`src/inc/iqh_pkg.sv`:
```
// Purpose: Constants and types for the interlocked head insert engine
// Assumes: 64-bit addresses, 64-bit memory words, byte addressing
// Notes:   Status and exception encodings are local to this block
package iqh_pkg;

    localparam int          ADDR_W      = 64;
    localparam int          DATA_W      = 64;
    localparam int          RETRY_W     = 8;
    localparam logic [7:0]  RETRY_COUNT = 8'h10;
    localparam logic [63:0] BACK_OFFSET = 64'h0000_0000_0000_0004;
    localparam logic [63:0] STATUS_BUSY = 64'hFFFF_FFFF_FFFF_FFFF;
    localparam logic [63:0] STATUS_EMPTY = 64'h0000_0000_0000_0001;
    localparam logic [63:0] STATUS_MORE = 64'h0000_0000_0000_0000;

    typedef enum logic [2:0]
    {
        IQH_EXC_NONE    = 3'h0,
        IQH_EXC_ILLOP   = 3'h1,
        IQH_EXC_ACCVIO  = 3'h2,
        IQH_EXC_FOR     = 3'h3,
        IQH_EXC_FOW     = 3'h4,
        IQH_EXC_TNV     = 3'h5
    } iqh_exc_t;

    typedef enum logic [1:0]
    {
        IQH_OP_READ   = 2'h0,
        IQH_OP_LREAD  = 2'h1,
        IQH_OP_CWRITE = 2'h2,
        IQH_OP_WRITE  = 2'h3
    } iqh_op_t;

    typedef enum logic [3:0]
    {
        IQH_IDLE  = 4'h0,
        IQH_CHECK = 4'h1,
        IQH_LREAD = 4'h3,
        IQH_CSTORE = 4'h2,
        IQH_BAR1  = 4'h6,
        IQH_PROBE = 4'h7,
        IQH_WFWD  = 4'h5,
        IQH_WBACK = 4'h4,
        IQH_WSUCC = 4'hC,
        IQH_BAR2  = 4'hD,
        IQH_WHEAD = 4'hF,
        IQH_REL   = 4'hE,
        IQH_DONE  = 4'hA
    } iqh_state_t;

    // Sign extend the low 32 bits of a word
    function automatic logic [63:0] iqh_sign_extend(input logic [63:0] v);
        iqh_sign_extend = {{32{v[31]}}, v[31:0]};
    endfunction

endpackage

```
`src/hw/iqh_engine.sv`:
```
// Purpose: Interlocked insertion at the head of a self-relative queue
// Assumes: Memory port accepts one access per mem_req and mem_ready
// Notes:   Probe accesses test writability without changing memory
`timescale 1ns/1ps

// Operation
// - Header and entry addresses latched at start, before checks or access.
// - Interlock already set returns minus one, queue untouched.
// - Success returns one if queue was empty, else zero.
// - Checked: low three address bits nonzero gives illegal operand.
// - Checked: header equal to entry gives illegal operand.
// - Checked: address not sign-extended 32-bit gives illegal operand.
// - Locked read, test bit zero, conditional store with bit set, retry.
// - Retry budget exhausted returns minus one, queue untouched.
// - Checked: forward link bits 2:1 nonzero restore header, illegal operand.
// - Checked: unwritable entry or successor restores header, memory fault.
// - Write entry forward, entry back, successor back from displacement.
// - Barrier after lock and after link writes; last write frees header.
// - Resident: no alignment or memory checks before modification.
// - Operation runs to completion; interlock excludes other agents.
// - Checked reports all five exception kinds; resident only illegal operand.
// - Header bit zero is the secondary interlock, honoured by all.
module iqh_engine
(
    // Clock and reset
    input  wire logic                   clk,
    input  wire logic                   reset_n,
    // Request
    input  wire logic                   req_valid,
    output logic                        req_ready,
    input  wire logic                   req_resident,
    input  wire logic [63:0]            header_address_operand,
    input  wire logic [63:0]            entry_address_operand,
    // Completion
    output logic                        done_valid,
    output logic [63:0]                 status_result,
    output iqh_pkg::iqh_exc_t           exc_code,
    // Memory port
    output logic                        mem_req,
    input  wire logic                   mem_ready,
    output iqh_pkg::iqh_op_t            mem_op,
    output logic                        mem_probe,
    output logic [63:0]                 mem_addr,
    output logic [31:0]                 mem_wdata,
    input  wire logic                   mem_rvalid,
    input  wire logic [63:0]            mem_rdata,
    input  wire logic                   mem_cw_ok,
    input  wire logic                   mem_fault,
    input  wire iqh_pkg::iqh_exc_t      mem_fault_kind,
    output logic                        memory_barrier
);

    // ----------------------------------------------------------------
    // State
    // ----------------------------------------------------------------
    iqh_pkg::iqh_state_t    state_q;
    logic [63:0]            hdr_q;
    logic [63:0]            ent_q;
    logic                   res_q;
    logic [63:0]            tmp0_q;
    logic [7:0]             retry_q;
    logic                   probe_ent_q;
    iqh_pkg::iqh_exc_t      pend_exc_q;
    logic                   wait_q;

    logic [63:0]            fwd;
    logic [63:0]            disp;
    logic                   bad_ops;
    logic                   acc;

    assign fwd  = iqh_pkg::iqh_sign_extend(tmp0_q);
    assign disp = iqh_pkg::iqh_sign_extend(hdr_q - ent_q);
    assign acc  = mem_req && mem_ready;
    // Operand checks for the checked variant
    assign bad_ops = (hdr_q[2:0] != 3'h0) || (ent_q[2:0] != 3'h0)
                  || (hdr_q == ent_q)
                  || (iqh_pkg::iqh_sign_extend(hdr_q) != hdr_q)
                  || (iqh_pkg::iqh_sign_extend(ent_q) != ent_q);

    assign req_ready = (state_q == iqh_pkg::IQH_IDLE);

    // ----------------------------------------------------------------
    // Operand capture
    // ----------------------------------------------------------------
    always_ff @(posedge clk)
    begin
        if (!reset_n)
        begin
            hdr_q <= 64'h0;
            ent_q <= 64'h0;
            res_q <= 1'b0;
        end
        else if (req_valid && req_ready)
        begin
            hdr_q <= header_address_operand;
            ent_q <= entry_address_operand;
            res_q <= req_resident;
        end
    end

    // ----------------------------------------------------------------
    // Sequencer; no abort input exists once started
    // ----------------------------------------------------------------
    always_ff @(posedge clk)
    begin
        if (!reset_n)
        begin
            state_q     <= iqh_pkg::IQH_IDLE;
            tmp0_q      <= 64'h0;
            retry_q     <= 8'h0;
            probe_ent_q <= 1'b0;
            pend_exc_q  <= iqh_pkg::IQH_EXC_NONE;
            wait_q      <= 1'b0;
            done_valid  <= 1'b0;
            status_result <= 64'h0;
            exc_code    <= iqh_pkg::IQH_EXC_NONE;
        end
        else
        begin
            done_valid <= 1'b0;
            unique case (state_q)
            iqh_pkg::IQH_IDLE:
                if (req_valid)
                begin
                    state_q    <= iqh_pkg::IQH_CHECK;
                    retry_q    <= iqh_pkg::RETRY_COUNT;
                    pend_exc_q <= iqh_pkg::IQH_EXC_NONE;
                    wait_q     <= 1'b0;
                end
            iqh_pkg::IQH_CHECK:
                if (!res_q && bad_ops)
                begin
                    exc_code   <= iqh_pkg::IQH_EXC_ILLOP;
                    status_result <= 64'h0;
                    state_q    <= iqh_pkg::IQH_DONE;
                end
                else
                    state_q <= iqh_pkg::IQH_LREAD;
            iqh_pkg::IQH_LREAD:
                if (acc)
                    wait_q <= 1'b1;
                else if (wait_q && mem_rvalid)
                begin
                    wait_q <= 1'b0;
                    tmp0_q <= mem_rdata;
                    if (mem_fault)
                    begin
                        exc_code <= res_q ? iqh_pkg::IQH_EXC_ILLOP
                                          : mem_fault_kind;
                        status_result <= 64'h0;
                        state_q  <= iqh_pkg::IQH_DONE;
                    end
                    else if (mem_rdata[0])
                    begin
                        status_result <= iqh_pkg::STATUS_BUSY;
                        exc_code <= iqh_pkg::IQH_EXC_NONE;
                        state_q  <= iqh_pkg::IQH_DONE;
                    end
                    else
                        state_q <= iqh_pkg::IQH_CSTORE;
                end
            iqh_pkg::IQH_CSTORE:
                if (acc)
                begin
                    retry_q <= retry_q - 8'h1;
                    if (mem_cw_ok)
                        state_q <= iqh_pkg::IQH_BAR1;
                    else if (retry_q == 8'h1)
                    begin
                        status_result <= iqh_pkg::STATUS_BUSY;
                        exc_code <= iqh_pkg::IQH_EXC_NONE;
                        state_q  <= iqh_pkg::IQH_DONE;
                    end
                    else
                        state_q <= iqh_pkg::IQH_LREAD;
                end
            iqh_pkg::IQH_BAR1:
                if (res_q)
                    state_q <= iqh_pkg::IQH_WFWD;
                else if (fwd[2:1] != 2'h0)
                begin
                    pend_exc_q <= iqh_pkg::IQH_EXC_ILLOP;
                    state_q    <= iqh_pkg::IQH_REL;
                end
                else
                begin
                    probe_ent_q <= 1'b1;
                    state_q     <= iqh_pkg::IQH_PROBE;
                end
            iqh_pkg::IQH_PROBE:
                if (acc)
                begin
                    if (mem_fault)
                    begin
                        pend_exc_q <= mem_fault_kind;
                        state_q    <= iqh_pkg::IQH_REL;
                    end
                    else if (probe_ent_q)
                        probe_ent_q <= 1'b0;
                    else
                        state_q <= iqh_pkg::IQH_WFWD;
                end
            iqh_pkg::IQH_WFWD:
                if (acc)
                    state_q <= iqh_pkg::IQH_WBACK;
            iqh_pkg::IQH_WBACK:
                if (acc)
                    state_q <= iqh_pkg::IQH_WSUCC;
            iqh_pkg::IQH_WSUCC:
                if (acc)
                    state_q <= iqh_pkg::IQH_BAR2;
            iqh_pkg::IQH_BAR2:
                state_q <= iqh_pkg::IQH_WHEAD;
            iqh_pkg::IQH_WHEAD:
                if (acc)
                begin
                    status_result <= (fwd == 64'h0)
                                   ? iqh_pkg::STATUS_EMPTY
                                   : iqh_pkg::STATUS_MORE;
                    exc_code <= iqh_pkg::IQH_EXC_NONE;
                    state_q  <= iqh_pkg::IQH_DONE;
                end
            iqh_pkg::IQH_REL:
                if (acc)
                begin
                    exc_code <= pend_exc_q;
                    status_result <= 64'h0;
                    state_q  <= iqh_pkg::IQH_DONE;
                end
            iqh_pkg::IQH_DONE:
            begin
                done_valid <= 1'b1;
                state_q    <= iqh_pkg::IQH_IDLE;
            end
            default:
                state_q <= iqh_pkg::IQH_IDLE;
            endcase
        end
    end

    // ----------------------------------------------------------------
    // Memory request decode
    // ----------------------------------------------------------------
    always_comb
    begin
        mem_req   = 1'b0;
        mem_op    = iqh_pkg::IQH_OP_WRITE;
        mem_probe = 1'b0;
        mem_addr  = hdr_q;
        mem_wdata = 32'h0;
        memory_barrier = (state_q == iqh_pkg::IQH_BAR1)
                      || (state_q == iqh_pkg::IQH_BAR2);
        unique case (state_q)
        iqh_pkg::IQH_LREAD:
        begin
            mem_req = !wait_q;
            mem_op  = iqh_pkg::IQH_OP_LREAD;
        end
        iqh_pkg::IQH_CSTORE:
        begin
            mem_req   = 1'b1;
            mem_op    = iqh_pkg::IQH_OP_CWRITE;
            mem_wdata = tmp0_q[31:0] | 32'h1;
        end
        iqh_pkg::IQH_PROBE:
        begin
            mem_req   = 1'b1;
            mem_probe = 1'b1;
            mem_addr  = probe_ent_q ? ent_q : hdr_q + fwd;
        end
        iqh_pkg::IQH_WFWD:
        begin
            mem_req   = 1'b1;
            mem_addr  = ent_q;
            mem_wdata = fwd[31:0] + disp[31:0];
        end
        iqh_pkg::IQH_WBACK:
        begin
            mem_req   = 1'b1;
            mem_addr  = ent_q + iqh_pkg::BACK_OFFSET;
            mem_wdata = disp[31:0];
        end
        iqh_pkg::IQH_WSUCC:
        begin
            mem_req   = 1'b1;
            mem_addr  = hdr_q + fwd + iqh_pkg::BACK_OFFSET;
            mem_wdata = 32'h0 - fwd[31:0] - disp[31:0];
        end
        iqh_pkg::IQH_WHEAD:
        begin
            mem_req   = 1'b1;
            mem_wdata = 32'h0 - disp[31:0];
        end
        iqh_pkg::IQH_REL:
        begin
            mem_req   = 1'b1;
            mem_wdata = tmp0_q[31:0];
        end
        default:
        begin
            mem_req = 1'b0;
        end
        endcase
    end

    // ----------------------------------------------------------------
    // Checks
    // ----------------------------------------------------------------
    property p_busy_status;
        @(posedge clk) disable iff (!reset_n)
        (state_q == iqh_pkg::IQH_LREAD && wait_q && mem_rvalid
         && mem_rdata[0] && !mem_fault)
        |=> ##1 (done_valid && status_result == iqh_pkg::STATUS_BUSY);
    endproperty
    a_busy_status: assert property (p_busy_status)
        else $error("busy header did not return minus one");

    property p_empty_status;
        @(posedge clk) disable iff (!reset_n)
        (state_q == iqh_pkg::IQH_WHEAD && acc)
        |=> (status_result == ((fwd == 64'h0) ? 64'h1 : 64'h0))
            ##1 done_valid;
    endproperty
    a_empty_status: assert property (p_empty_status)
        else $error("wrong success status");

    property p_illop_check;
        @(posedge clk) disable iff (!reset_n)
        (state_q == iqh_pkg::IQH_CHECK && !res_q && bad_ops)
        |=> ##1 (done_valid && exc_code == iqh_pkg::IQH_EXC_ILLOP);
    endproperty
    a_illop_check: assert property (p_illop_check)
        else $error("bad operands not refused");

    property p_same_addr;
        @(posedge clk) disable iff (!reset_n)
        (state_q == iqh_pkg::IQH_CHECK && !res_q && hdr_q == ent_q)
        |=> !mem_req [*2];
    endproperty
    a_same_addr: assert property (p_same_addr)
        else $error("access issued for equal addresses");

    property p_cwrite_bit;
        @(posedge clk) disable iff (!reset_n)
        (mem_req && mem_op == iqh_pkg::IQH_OP_CWRITE)
        |-> (mem_wdata[0] && mem_addr == hdr_q);
    endproperty
    a_cwrite_bit: assert property (p_cwrite_bit)
        else $error("conditional write lacks interlock bit");

    property p_retry_out;
        @(posedge clk) disable iff (!reset_n)
        (state_q == iqh_pkg::IQH_CSTORE && acc && !mem_cw_ok
         && retry_q == 8'h1)
        |=> ##1 (done_valid && status_result == iqh_pkg::STATUS_BUSY);
    endproperty
    a_retry_out: assert property (p_retry_out)
        else $error("exhausted retries not reported");

    property p_release;
        @(posedge clk) disable iff (!reset_n)
        (state_q == iqh_pkg::IQH_REL && mem_req)
        |-> (mem_wdata == tmp0_q[31:0] && mem_addr == hdr_q);
    endproperty
    a_release: assert property (p_release)
        else $error("release write wrong");

    property p_barrier_order;
        @(posedge clk) disable iff (!reset_n)
        (state_q == iqh_pkg::IQH_WSUCC && acc)
        |=> memory_barrier ##1 (mem_req && mem_wdata == -disp[31:0]);
    endproperty
    a_barrier_order: assert property (p_barrier_order)
        else $error("barrier or final header write missing");

    property p_resident_excs;
        @(posedge clk) disable iff (!reset_n)
        (done_valid && res_q)
        |-> (exc_code == iqh_pkg::IQH_EXC_NONE
             || exc_code == iqh_pkg::IQH_EXC_ILLOP);
    endproperty
    a_resident_excs: assert property (p_resident_excs)
        else $error("resident variant reported a memory fault");

    property p_one_done;
        @(posedge clk) disable iff (!reset_n)
        done_valid |=> !done_valid;
    endproperty
    a_one_done: assert property (p_one_done)
        else $error("completion held longer than one cycle");

    c_success: cover property (@(posedge clk) disable iff (!reset_n)
        state_q == iqh_pkg::IQH_WHEAD && acc);
    c_busy: cover property (@(posedge clk) disable iff (!reset_n)
        done_valid && status_result == iqh_pkg::STATUS_BUSY);
    c_release: cover property (@(posedge clk) disable iff (!reset_n)
        state_q == iqh_pkg::IQH_REL && acc);

endmodule

```
`config.mk`:
```
export PLATFORM = sky130hd
export DESIGN_NAME = iqh_engine
export DESIGN_NICKNAME = d
export VERILOG_FILES = /design/src/inc/iqh_pkg.sv /design/src/hw/iqh_engine.sv
export SDC_FILE = /design/constraint.sdc
export NUM_CORES = 1
export LEC_CHECK = 0
export BUFFER_PORTS_ARGS = -buffer_cell sky130_fd_sc_hd__buf_4
export CORE_MARGIN = 10
export CORE_UTILIZATION = 34
export CTS_CLUSTER_SIZE = 25
export DETAILED_ROUTE_END_ITERATION = 7
export GPL_TIMING_DRIVEN = 0
export HOLD_SLACK_MARGIN = 0.15
export SLEW_MARGIN = 0
export SYNTH_ARGS = -nofsm -noshare
export SYNTH_HDL_FRONTEND = slang
export SYNTH_SLANG_ARGS = --single-unit
```
`constraint.sdc`:
```
create_clock -name clk -period 17.97 [get_ports clk]
set_input_delay 3.594 -clock clk [delete_from_list [all_inputs] [get_ports clk]]
set_output_delay 3.594 -clock clk [all_outputs]
set_load 0.02 [all_outputs]
```
== Word level (Yosys, flattened, before mapping) ==
Index checks and enable logic that the tools add are counted.

* Flip-flop bits (word level): 246
* Bits of input ports: 203
* Output and inout bits: 170
* Word-level logic and storage cells: 158

* Add/sub/neg operators: 9
* Equality and inequality tests: 38
* Multiplexer cells: 68
* Bitwise gates (word level): 1
* Reductions and logical operators: 30

{| class="wikitable"
|+ Operators with widths
! cell !! count
|-
| $mux W64 || 11
|-
| $pmux W64 S5 || 1
|-
| $pmux W64 S4 || 1
|-
| $pmux W32 S6 || 1
|-
| $add A64 B3 Y64 const B || 2
|-
| $mux W4 || 18
|-
| $add A64 B64 Y64 || 1
|-
| $eq A64 B64 Y1 || 1
|-
| $logic_not A64 Y1 || 1
|-
| $ne A32 B32 Y1 || 2
|-
| $sub A1 B32 Y32 const A || 2
|-
| $sub A32 B32 Y32 || 2
|-
| $mux W3 || 16
|-
| $pmux W4 S11 || 1
|-
| $ne A2 B2 Y1 const B || 18
|-
| $add A32 B32 Y32 || 1
|-
| $eq A4 B4 Y1 const B || 5
|-
| $reduce_and A10 Y1 || 2
|-
| $eq A4 B3 Y1 const B || 4
|-
| $mux W8 || 2
|-
| $pmux W8 S2 || 1
|-
| $pmux W3 S5 || 1
|-
| $mux W1 || 10
|-
| $ne A3 B3 Y1 const B || 3
|-
| other kinds (21) || 39
|}

== Depth between registers and ports, before layout ==
Gate-level depths: netlist (run 1).

* Depth in word-level cells: 8
* Gate-level depth with buffers: 24
* Mapped depth without buffers: 24

== Worst setup path after synthesis (run 1) ==
Ideal clock, no wire load.

* Kind: reg-to-output
* Start: register state_q[1]
* End: output port mem_addr[54]
* Arrival time: 5329 ps
* Data required time: 14376 ps
* Setup slack: 9047 ps
* Stages on the path, launching flop included: 24
* Path buffers: 10
* Cells stage by stage: dfxtp_1 -> clkbuf_1 -> nand2b_1 -> nor2_1 -> buf_2 -> buf_2 -> buf_2 -> buf_1 -> buf_1 -> buf_1 -> clkbuf_1 -> nand2_1 -> o21ai_0 -> ha_1 -> nor2b_1 -> and4_1 -> clkbuf_1 -> nand3_1 -> nor3_4 -> and2_1 -> buf_4 -> nand4b_1 -> xnor2_1 -> o21ai_0

* Cells in the longest elaborated chain, start to end: 2
* Elaborated cells on any way between the ends: 5
* Those cells by class: eq/ne (4); mux (1)

{| class="wikitable"
|+ RTL lines
! element !! RTL line !! source
|-
| start, declared || iqh_engine.sv:56 || <nowiki>iqh_pkg::iqh_state_t state_q;</nowiki>
|-
| start signal, assigned || iqh_engine.sv:108 || <nowiki>state_q <= iqh_pkg::IQH_IDLE;</nowiki>
|-
| start signal, assigned || iqh_engine.sv:125 || <nowiki>state_q <= iqh_pkg::IQH_CHECK;</nowiki>
|-
| start signal, assigned || iqh_engine.sv:135 || <nowiki>state_q <= iqh_pkg::IQH_DONE;</nowiki>
|-
| $eq A4 B4 Y1 or $eq A4 B3 Y1 (tied branches) || iqh_engine.sv:253 || <nowiki>unique case (state_q)</nowiki>
|-
| $pmux W64 S4 (*) || iqh_engine.sv:253 ||
|-
| end, declared || iqh_engine.sv:43 || <nowiki>output logic [63:0] mem_addr,</nowiki>
|}

Every way passes the cells marked *; elsewhere a longest branch is shown, timed or not.

== Worst setup path after layout (run 1) ==
* Start: register state_q[1]
* End: output port mem_addr[44]

The elaborated chain is that of the path after synthesis.

==> reports/results.tsv, run 1 <==
stage	metric	value	unit
clock_tree	CTS Sinks	184	
worst_setup_path	kind of cell adding the most delay to the critical path	buffers and inverters	
layout	post-route cell area	27700	um^2
sta	post-layout minimum cycle time	13540	ps
layout	Nets	4106	
die	core area	68500	um^2
yosys	number of synthesized flops with an enable pin	0	
drt	total iterations of the first detailed-routing run	7	
die	number of cell rows	96	
grt	vias in the first global route	25700	
clock_tree	Setup Fix Bufs, Post-CTS	0	
yosys	post-synthesis mux area share	0.0157	
worst_setup_path	CP Launch Type	flop	
die	Vert. Die Dim	282	um
die	DIE AREA	79700	um^2
sta	worst slew pin tran	1330	ps
clock_tree	clk slew on worst S/H paths	80	ps
clock_tree	CTS Buffer Depth	2	
worst_setup_path	CP max stage cell	buf_1	
place	Final HPWL DP	95300	um
layout	Multi-input gate area	18100	um^2
layout	register area	3690	um^2
sta	RSZ-0062 raised after global routing	false	
grt	first-pass GRT wire length	168000	um
worst_setup_path	crit path kind	flop to output port	
place	Placed Area	27100	um^2
clock_tree	Hold Buf Count CTS	0	
power_and_ir_drop	Seq pwr share	0.115	
sta	Fmax	73.8	MHz
worst_setup_path	WP buf/inv	10	
grt	Total Routing Usage GR	0.283	
die	die width	282	um
worst_setup_path	CP max stage delay	990	ps
yosys	area leader, netlist	dfxtp_1	
grt	largest net degree at the start of global routing	58	
sta	setup TNS	0	ps
drt	initial drt markers	3322	
power_and_ir_drop	Peak VDD IR	0.000128	V
die	IO Count	373	
yosys	Synth warnings	0	
yosys	cell count after synthesis	3357	
worst_setup_path	critical path peak fanout	10	
die	Initial Util	0.342	
layout	share of layout cells above drive strength 1	0.134	
worst_setup_path	Worst R2R Path Depth	13	
power_and_ir_drop	sw frac	0.567	
sta	final setup margin	4430	ps
drt	post-route ant nets	0	
worst_setup_path	crit path cell chain	clkbuf_1 > nor2b_1 > nand2_1 > clkbuf_1 > clkbuf_1 > clkbuf_1 > clkbuf_1 > buf_1 > clkbuf_1 > nand2_1 > o21ai_0 > ha_1 > nor2b_1 > and4_1 > clkbuf_1 > nand3_1 > nor3_4 > and2_1 > buf_4 > nand2_1 > xnor2_1 > o21ai_0 > buf_4	
clock_tree	cts bufs inserted	17	
layout	synth-to-layout area growth	18.3	%
grt	initial antenna violation count	1	
layout	Fillers	7410	
yosys	Synth Area in Compound Gates	0.321	
sta	Slew Viols, Final	0	
worst_setup_path	cell mode on critical path	clkbuf_1	
place	port bufs	338	
power_and_ir_drop	Cell Pwr Density	203	nW/um^2
power_and_ir_drop	Logic pwr share	0.813	
power_and_ir_drop	switching pwr	3.18	mW
drt	drt wl/cell	25.5	um
worst_setup_path	Arr. time, crit path	9950	ps
clock_tree	TritonCTS clock tree	yes	
outcome	status	finished, final reports clean	
yosys	Seq cells post-synth	184	
yosys	Synth cell types	100	
yosys	Post-Synth XOR/XNOR Area	0.0864	
yosys	Synth top area share	0.157	
power_and_ir_drop	total chip power	5.62	mW
worst_setup_path	worst reg2reg startpoint	ent_q[13]	
sta	Hold Fails Final Rpt	0	
yosys	Syn Area/Cell	6.97	um^2
power_and_ir_drop	internal power component	2.44	mW
clock_tree	# resized after CTS	0	
worst_setup_path	CP Data Required Time	14380	ps
drt	post-route DRC violation count	0	
yosys	sequential area share after synthesis	0.157	
yosys	Synth top cells by count	nand2_1 (591), a21oi_1 (233), nor2_1 (220), o21ai_0 (200), dfxtp_1 (184)	
drt	final wirelength	118000	um
sta	worst rel slew slack	0.0886	
layout	Layout Utilization	0.404	
worst_setup_path	Crit. End Element	output port	
yosys	top cells by area, synth	dfxtp_1 (16%), ha_1 (9.8%), nand2_1 (9.5%)	
place	Placer Congestion	1.01	
power_and_ir_drop	Clock Power Share	0.071	
worst_setup_path	reg-to-reg slack, setup	13520	ps
clock_tree	H-Tree Depth	4	
sta	Final Setup Violations	0	
hold_path	Worst Hold End	pend_exc_q[2]	
yosys	Syn Nets	3747	
hold_path	hold path start	pend_exc_q[2]	
yosys	largest family of logic cells by synthesized area	compound AO/OA/AOI/OAI gates	
grt	GRT overflow	0	
sta	Worst Clk Skew	26.4	ps
worst_setup_path	r2r endpoint	exc_code[2]	
drt	vias per inst	6.02	
clock_tree	CTS Root Cell	clkbuf_16	
yosys	prevailing post-synth register cell	dfxtp_1	
yosys	most common cell in the netlist	nand2_1	
yosys	synthesized area	23400	um^2
drt	routed via count	27800	
power_and_ir_drop	LEAKAGE	11.2	nW
yosys	post-synthesis async set-or-reset flop share	0	
yosys	adder-cell share of the synthesized area	0.101	
yosys	Post-Synth Simple-Gate Area	0.247	
sta	final period utilization	0.754	
hold_path	Worst Hold Class	flop to flop	
clock_tree	clk_lat worst skew	540	ps
place	dpl ws	5520	ps
run	total of max-cap violations	0	
hold_path	Hold Path Depth	2	
tightest hold or removal path: stages (launching register included):
cell	delay [ps]
dfxtp_1	320
nand2b_1	60
a21boi_0	60
cell families (layout without fill, tap and decap cells):
kind of cell	Yosys count	after routing
other	0	2
AOI/OAI and AO/OA	1092	1092
adders and majority gates	187	187
buffers and inverters	375	747
DFF	184	184
xor gates and xnor gates	230	230
and+or+nand+nor	1253	1253
muxes	36	36
state kept, by name, indices dropped and copies added, names as in the netlist:
name	flops
pend_exc_q	3
state_q	4
tmp0_q	32
hdr_q	64
retry_q	8
res_q	1
status_result	2
done_valid	1
probe_ent_q	1
ent_q	64
wait_q	1
exc_code	3
stage by stage:
step | instances | hold slack [ps]
final | 4613 | 488
after global routing | 4611 | 517
after CTS | 4611 | 492
after detailed placement | 4579 | 478
after global placement | 4577 | 469
after floorplan | 3357 | 455
area by class of cell:
cell class	instances	share of cell area
Antenna cell	2	0.000181
Buffer	255	0.0441
Clock buffer	21	0.0174
Clock inverter	11	0.00375
Inverter	120	0.0163
Multi-Input combinational cell	2798	0.652
Sequential cell	184	0.133
Tap cell	882	0.0399
Timing Repair Buffer	340	0.0931
routing by layer:
metal / up-vias / global-route usage / part of all wire
met3: 343 / 0.0523 / 0.095
met4: 2 / 0.169 / 0.065
met2: 1467 / 0.455 / 0.45
met1: 13000 / 0.348 / 0.39
li1: 12900 / - / -
met5: - / 0 / 0.00011
power groups by stage:
stage	clock network (mW)	logic (mW)	registers, mW
floorplan	0	3.32	0.587
global placement	0	4.46	0.656
detailed placement	0	4.46	0.649
CTS	0.408	4.50	0.640
global route	0.424	5.04	0.653
finish	0.401	4.57	0.648
how the worst max path moves through the flow:
stage	startpoint	endpoint	slack, ps	cells after the start
floorplan	state_q[1]	mem_addr[54]	9050	23
finish	state_q[1]	mem_addr[44]	4430	23
global placement	state_q[1]	mem_addr[48]	5470	23
CTS	state_q[1]	mem_addr[44]	4900	23
detailed placement	state_q[1]	mem_addr[44]	5520	23
global route	state_q[1]	mem_addr[44]	4530	24
layout by cell type (no fill, tap or decap), drive strengths merged, types with 17 or more instances in the layout:
cell / instances
a211oi: 28
a21boi: 171
a21o: 65
a21oi: 235
a221oi: 19
a222oi: 64
a22oi: 17
a31oi: 36
and2: 28
and3: 28
buf: 423
clkbuf: 193
dfxtp: 184
ha: 183
inv: 126
mux2i: 30
nand2: 593
nand2b: 31
nand3: 62
nand4: 63
nor2: 221
nor2b: 27
nor3: 79
nor4: 44
o211ai: 40
o21a: 34
o21ai: 210
o21bai: 17
o31ai: 19
or3: 17
xnor2: 123
xor2: 107
Power figures use the tool's default switching activity.
==> run 2: changes to the inputs <==
--- a/config.mk
+++ b/config.mk
@@ -5,6 +5,7 @@
 export SDC_FILE = /design/constraint.sdc
 export NUM_CORES = 1
 export LEC_CHECK = 0
+export ABC_AREA = 1
 export BUFFER_PORTS_ARGS = -buffer_cell sky130_fd_sc_hd__buf_4
 export CORE_MARGIN = 10
 export CORE_UTILIZATION = 34
==> constraint.sdc (replaced) <==
create_clock -name clk -period 11 [get_ports clk]
set_input_delay 2.2 -clock clk [delete_from_list [all_inputs] [get_ports clk]]
set_output_delay 2.2 -clock clk [all_outputs]
set_load 0.02 [all_outputs]
==> run 2 against run 1 <==
  * Area after synthesis grew 17%
  * Total power grew 110%
  * Global-route usage grew 5.2 points
  * Sequential cell count is the same
  * Die area grew 16%
  * Highest routed layer unchanged
  * Synthesized cell count grew 49%
  * Clock power grew 86%
  * Sequential power grew 99%
==> reports/results.tsv, run 2 <==
stage	metric	value	unit	change
outcome	status	finished, final reports clean		
clock_tree	# resized after CTS	0		unchanged
layout	most common cell after layout, fill and taps aside	nand2_1		
worst_setup_path	crit path kind	flop to output port		
die	IO Count	373		unchanged
place	Placer Congestion	1.05		+4.4%
drt	total iterations of the first detailed-routing run	6		-1
yosys	area leader, netlist	nand2_1		
hold_path	hold path start	retry_q[6]		
sta	final period utilization	0.761		
power_and_ir_drop	total chip power	12.0	mW	+110%
worst_setup_path	critical path peak fanout	7		-3
layout	Fillers	9326		+26%
place	port bufs	339		+0.30%
drt	post-route ant nets	0		unchanged
clock_tree	Hold Buf Count CTS	0		unchanged
worst_setup_path	cell mode on critical path	nand2_1		
yosys	Syn Area/Cell	5.48	um^2	-21%
run	total of max-cap violations	0		unchanged
worst_setup_path	CP Data Required Time	8800	ps	-5580 ps
sta	post-layout minimum cycle time	8380	ps	
sta	Slew Viols, Final	0		unchanged
place	Placed Area	31400	um^2	+16%
layout	most frequent cells in the layout	nand2_1 (1445), inv_1 (807), a21oi_1 (425)		
layout	synth-to-layout area growth	16.7	%	
grt	vias in the first global route	32700		+27%
grt	initial antenna violation count	3		+2
clock_tree	Setup Fix Bufs, Post-CTS	0		unchanged
yosys	most common cell in the netlist	nand2_1		
yosys	number of synthesized flops with an enable pin	0		unchanged
worst_setup_path	Arr. time, crit path	6180	ps	-3770 ps
yosys	sequential area share after synthesis	0.134		-0.0232
die	core area	80300	um^2	+17%
sta	RSZ-0062 raised after global routing	false		
worst_setup_path	Crit. End Element	output port		
worst_setup_path	r2r endpoint	ent_q[19]		
yosys	Synth top area share	0.198		+0.0402
clock_tree	CTS Sinks	184		unchanged
yosys	Synth cell types	70		-30%
drt	drt wl/cell	25.4	um	-0.31%
grt	GRT overflow	0		unchanged
yosys	Seq cells post-synth	184		unchanged
hold_path	Hold Path Depth	1		-1
clock_tree	clk_lat worst skew	530	ps	about the same
worst_setup_path	CP max stage cell	o21ai_0		
worst_setup_path	CP Launch Type	flop		
drt	routed via count	35700		+29%
sta	Final Setup Violations	0		unchanged
clock_tree	CTS Root Cell	clkbuf_16		
drt	post-route DRC violation count	0		unchanged
clock_tree	H-Tree Depth	4		unchanged
layout	share of layout cells above drive strength 1	0.121		-0.0130
die	Initial Util	0.342		about the same
worst_setup_path	reg-to-reg slack, setup	6840	ps	-6680 ps
sta	Hold Fails Final Rpt	0		unchanged
layout	Regs by FF count	ent_q (64), hdr_q (64), tmp0_q (32)		
place	dpl ws	3360	ps	-2170 ps
power_and_ir_drop	Peak VDD IR	0.000262	V	+100%
sta	setup TNS	0	ps	unchanged
yosys	Synth top cells by count	nand2_1 (1445), inv_1 (807), a21oi_1 (425), nor2_1 (408), nand3_1 (364)		
yosys	Synth warnings	0		unchanged
drt	initial drt markers	4382		+32%
grt	largest net degree at the start of global routing	63		+8.6%
clock_tree	clk slew on worst S/H paths	90	ps	about the same
sta	Fmax	119	MHz	
die	Vert. Die Dim	304	um	+7.7%
yosys	cell count after synthesis	5011		+49%
sta	final setup margin	2620	ps	-1800 ps
place	Final HPWL DP	142000	um	+49%
clock_tree	CTS Buffer Depth	2		unchanged
drt	final wirelength	164000	um	+39%
grt	Total Routing Usage GR	0.335		+0.0524
clock_tree	TritonCTS clock tree	yes		
hold_path	Worst Hold Class	flop to flop		
die	DIE AREA	92500	um^2	+16%
grt	first-pass GRT wire length	229000	um	+36%
worst_setup_path	Worst R2R Path Depth	10		-3
sta	worst slew pin tran	1470	ps	+134 ps
sta	worst rel slew slack	0.0219		-0.0667
worst_setup_path	worst reg2reg startpoint	state_q[0]		
layout	post-route cell area	32000	um^2	+16%
power_and_ir_drop	LEAKAGE	16.1	nW	+44%
yosys	post-synthesis async set-or-reset flop share	0		unchanged
hold_path	Worst Hold End	retry_q[6]		
drt	vias per inst	5.55		-7.9%
sta	Worst Clk Skew	21.4	ps	-5.05 ps
die	number of cell rows	104		+8.3%
power_and_ir_drop	Cell Pwr Density	375	nW/um^2	+85%
yosys	top cells by area, synth	nand2_1 (20%), dfxtp_1 (13%), inv_1 (11%)		
yosys	prevailing post-synth register cell	dfxtp_1		
yosys	Syn Nets	5401		+44%
worst_setup_path	CP max stage delay	850	ps	-140 ps
clock_tree	cts bufs inserted	17		unchanged
die	die width	304	um	+7.7%
layout	Nets	5761		+40%
yosys	synthesized area	27500	um^2	+17%
==> run 2: stage by stage <==
stage                     cells  hold WS [ps]   util
after floorplan            5011           412      -
after global placement     6410           434  0.390
final                      6445           462  0.399
after CTS                  6444           460  0.399
after detailed placement   6412           442  0.391
after global routing       6444           473  0.399
==> run 2: layer usage <==
layer	track usage	wire length (um)	vias to the layer above
met1	0.476	74500	16800
met3	0.0853	18300	197
li1	-	-	17000
met4	0.103	5200	2
met5	0	7	-
met2	0.485	66000	1810
==> run 2: area by class of cell <==
type / instances / area (um^2) / share of cell area
Tap cell: 1060 / 1330 / 0.0414
Multi-Input combinational cell: 3801 / 19600 / 0.613
Antenna cell: 1 / 2.50 / 0.0000781
Sequential cell: 184 / 3690 / 0.115
Timing Repair Buffer: 341 / 2590 / 0.0809
Inverter: 846 / 3180 / 0.0991
Buffer: 180 / 958 / 0.0299
Clock inverter: 15 / 235 / 0.00734
Clock buffer: 17 / 425 / 0.0133
==> run 2: worst max path at each step <==
stage / start / to / slack [ps] / cells after the start
CTS: ent_q[0] / mem_wdata[26] / 2760 / 27
global route: ent_q[0] / mem_wdata[26] / 2160 / 27
floorplan: hdr_q[0] / mem_wdata[27] / 4780 / 28
detailed placement: hdr_q[0] / mem_wdata[26] / 3360 / 28
global placement: hdr_q[0] / mem_wdata[26] / 3340 / 28
finish: hdr_q[0] / mem_wdata[26] / 2620 / 28
==> run 2: worst max-delay path: cells and delay by family, from the launching register on <==
kind,cells,cell delay [ps]
AOI/OAI and AO/OA,1,850
xor gates and xnor gates,1,420
adders and majority gates,4,1450
DFF,1,320
and+or+nand+nor,18,1950
buffers and inverters,4,640
==> run 2: where the power goes <==
group / total [mW] / switching (mW) / internal (mW)
clock network: 0.744 / 0.404 / 0.340
registers: 1.29 / 0.416 / 0.875
logic: 9.99 / 6.99 / 3.00
total: 12.0 / 7.82 / 4.21
==> run 2: cell families (layout without fill, tap and decap cells) <==
| kind of cell | count (synthesis) | count (layout) | synth area share |
|---|---|---|---|
| AND/OR/NAND/NOR | 2605 | 2605 | 0.417 |
| flip-flops | 184 | 184 | 0.134 |
| buffers and inverters | 1026 | 1399 | 0.151 |
| XOR/XNOR | 58 | 58 | 0.0197 |
| other | 0 | 1 | 0 |
| adder cells (fa/ha/maj) | 187 | 187 | 0.0863 |
| AO/OA/AOI/OAI | 951 | 951 | 0.192 |
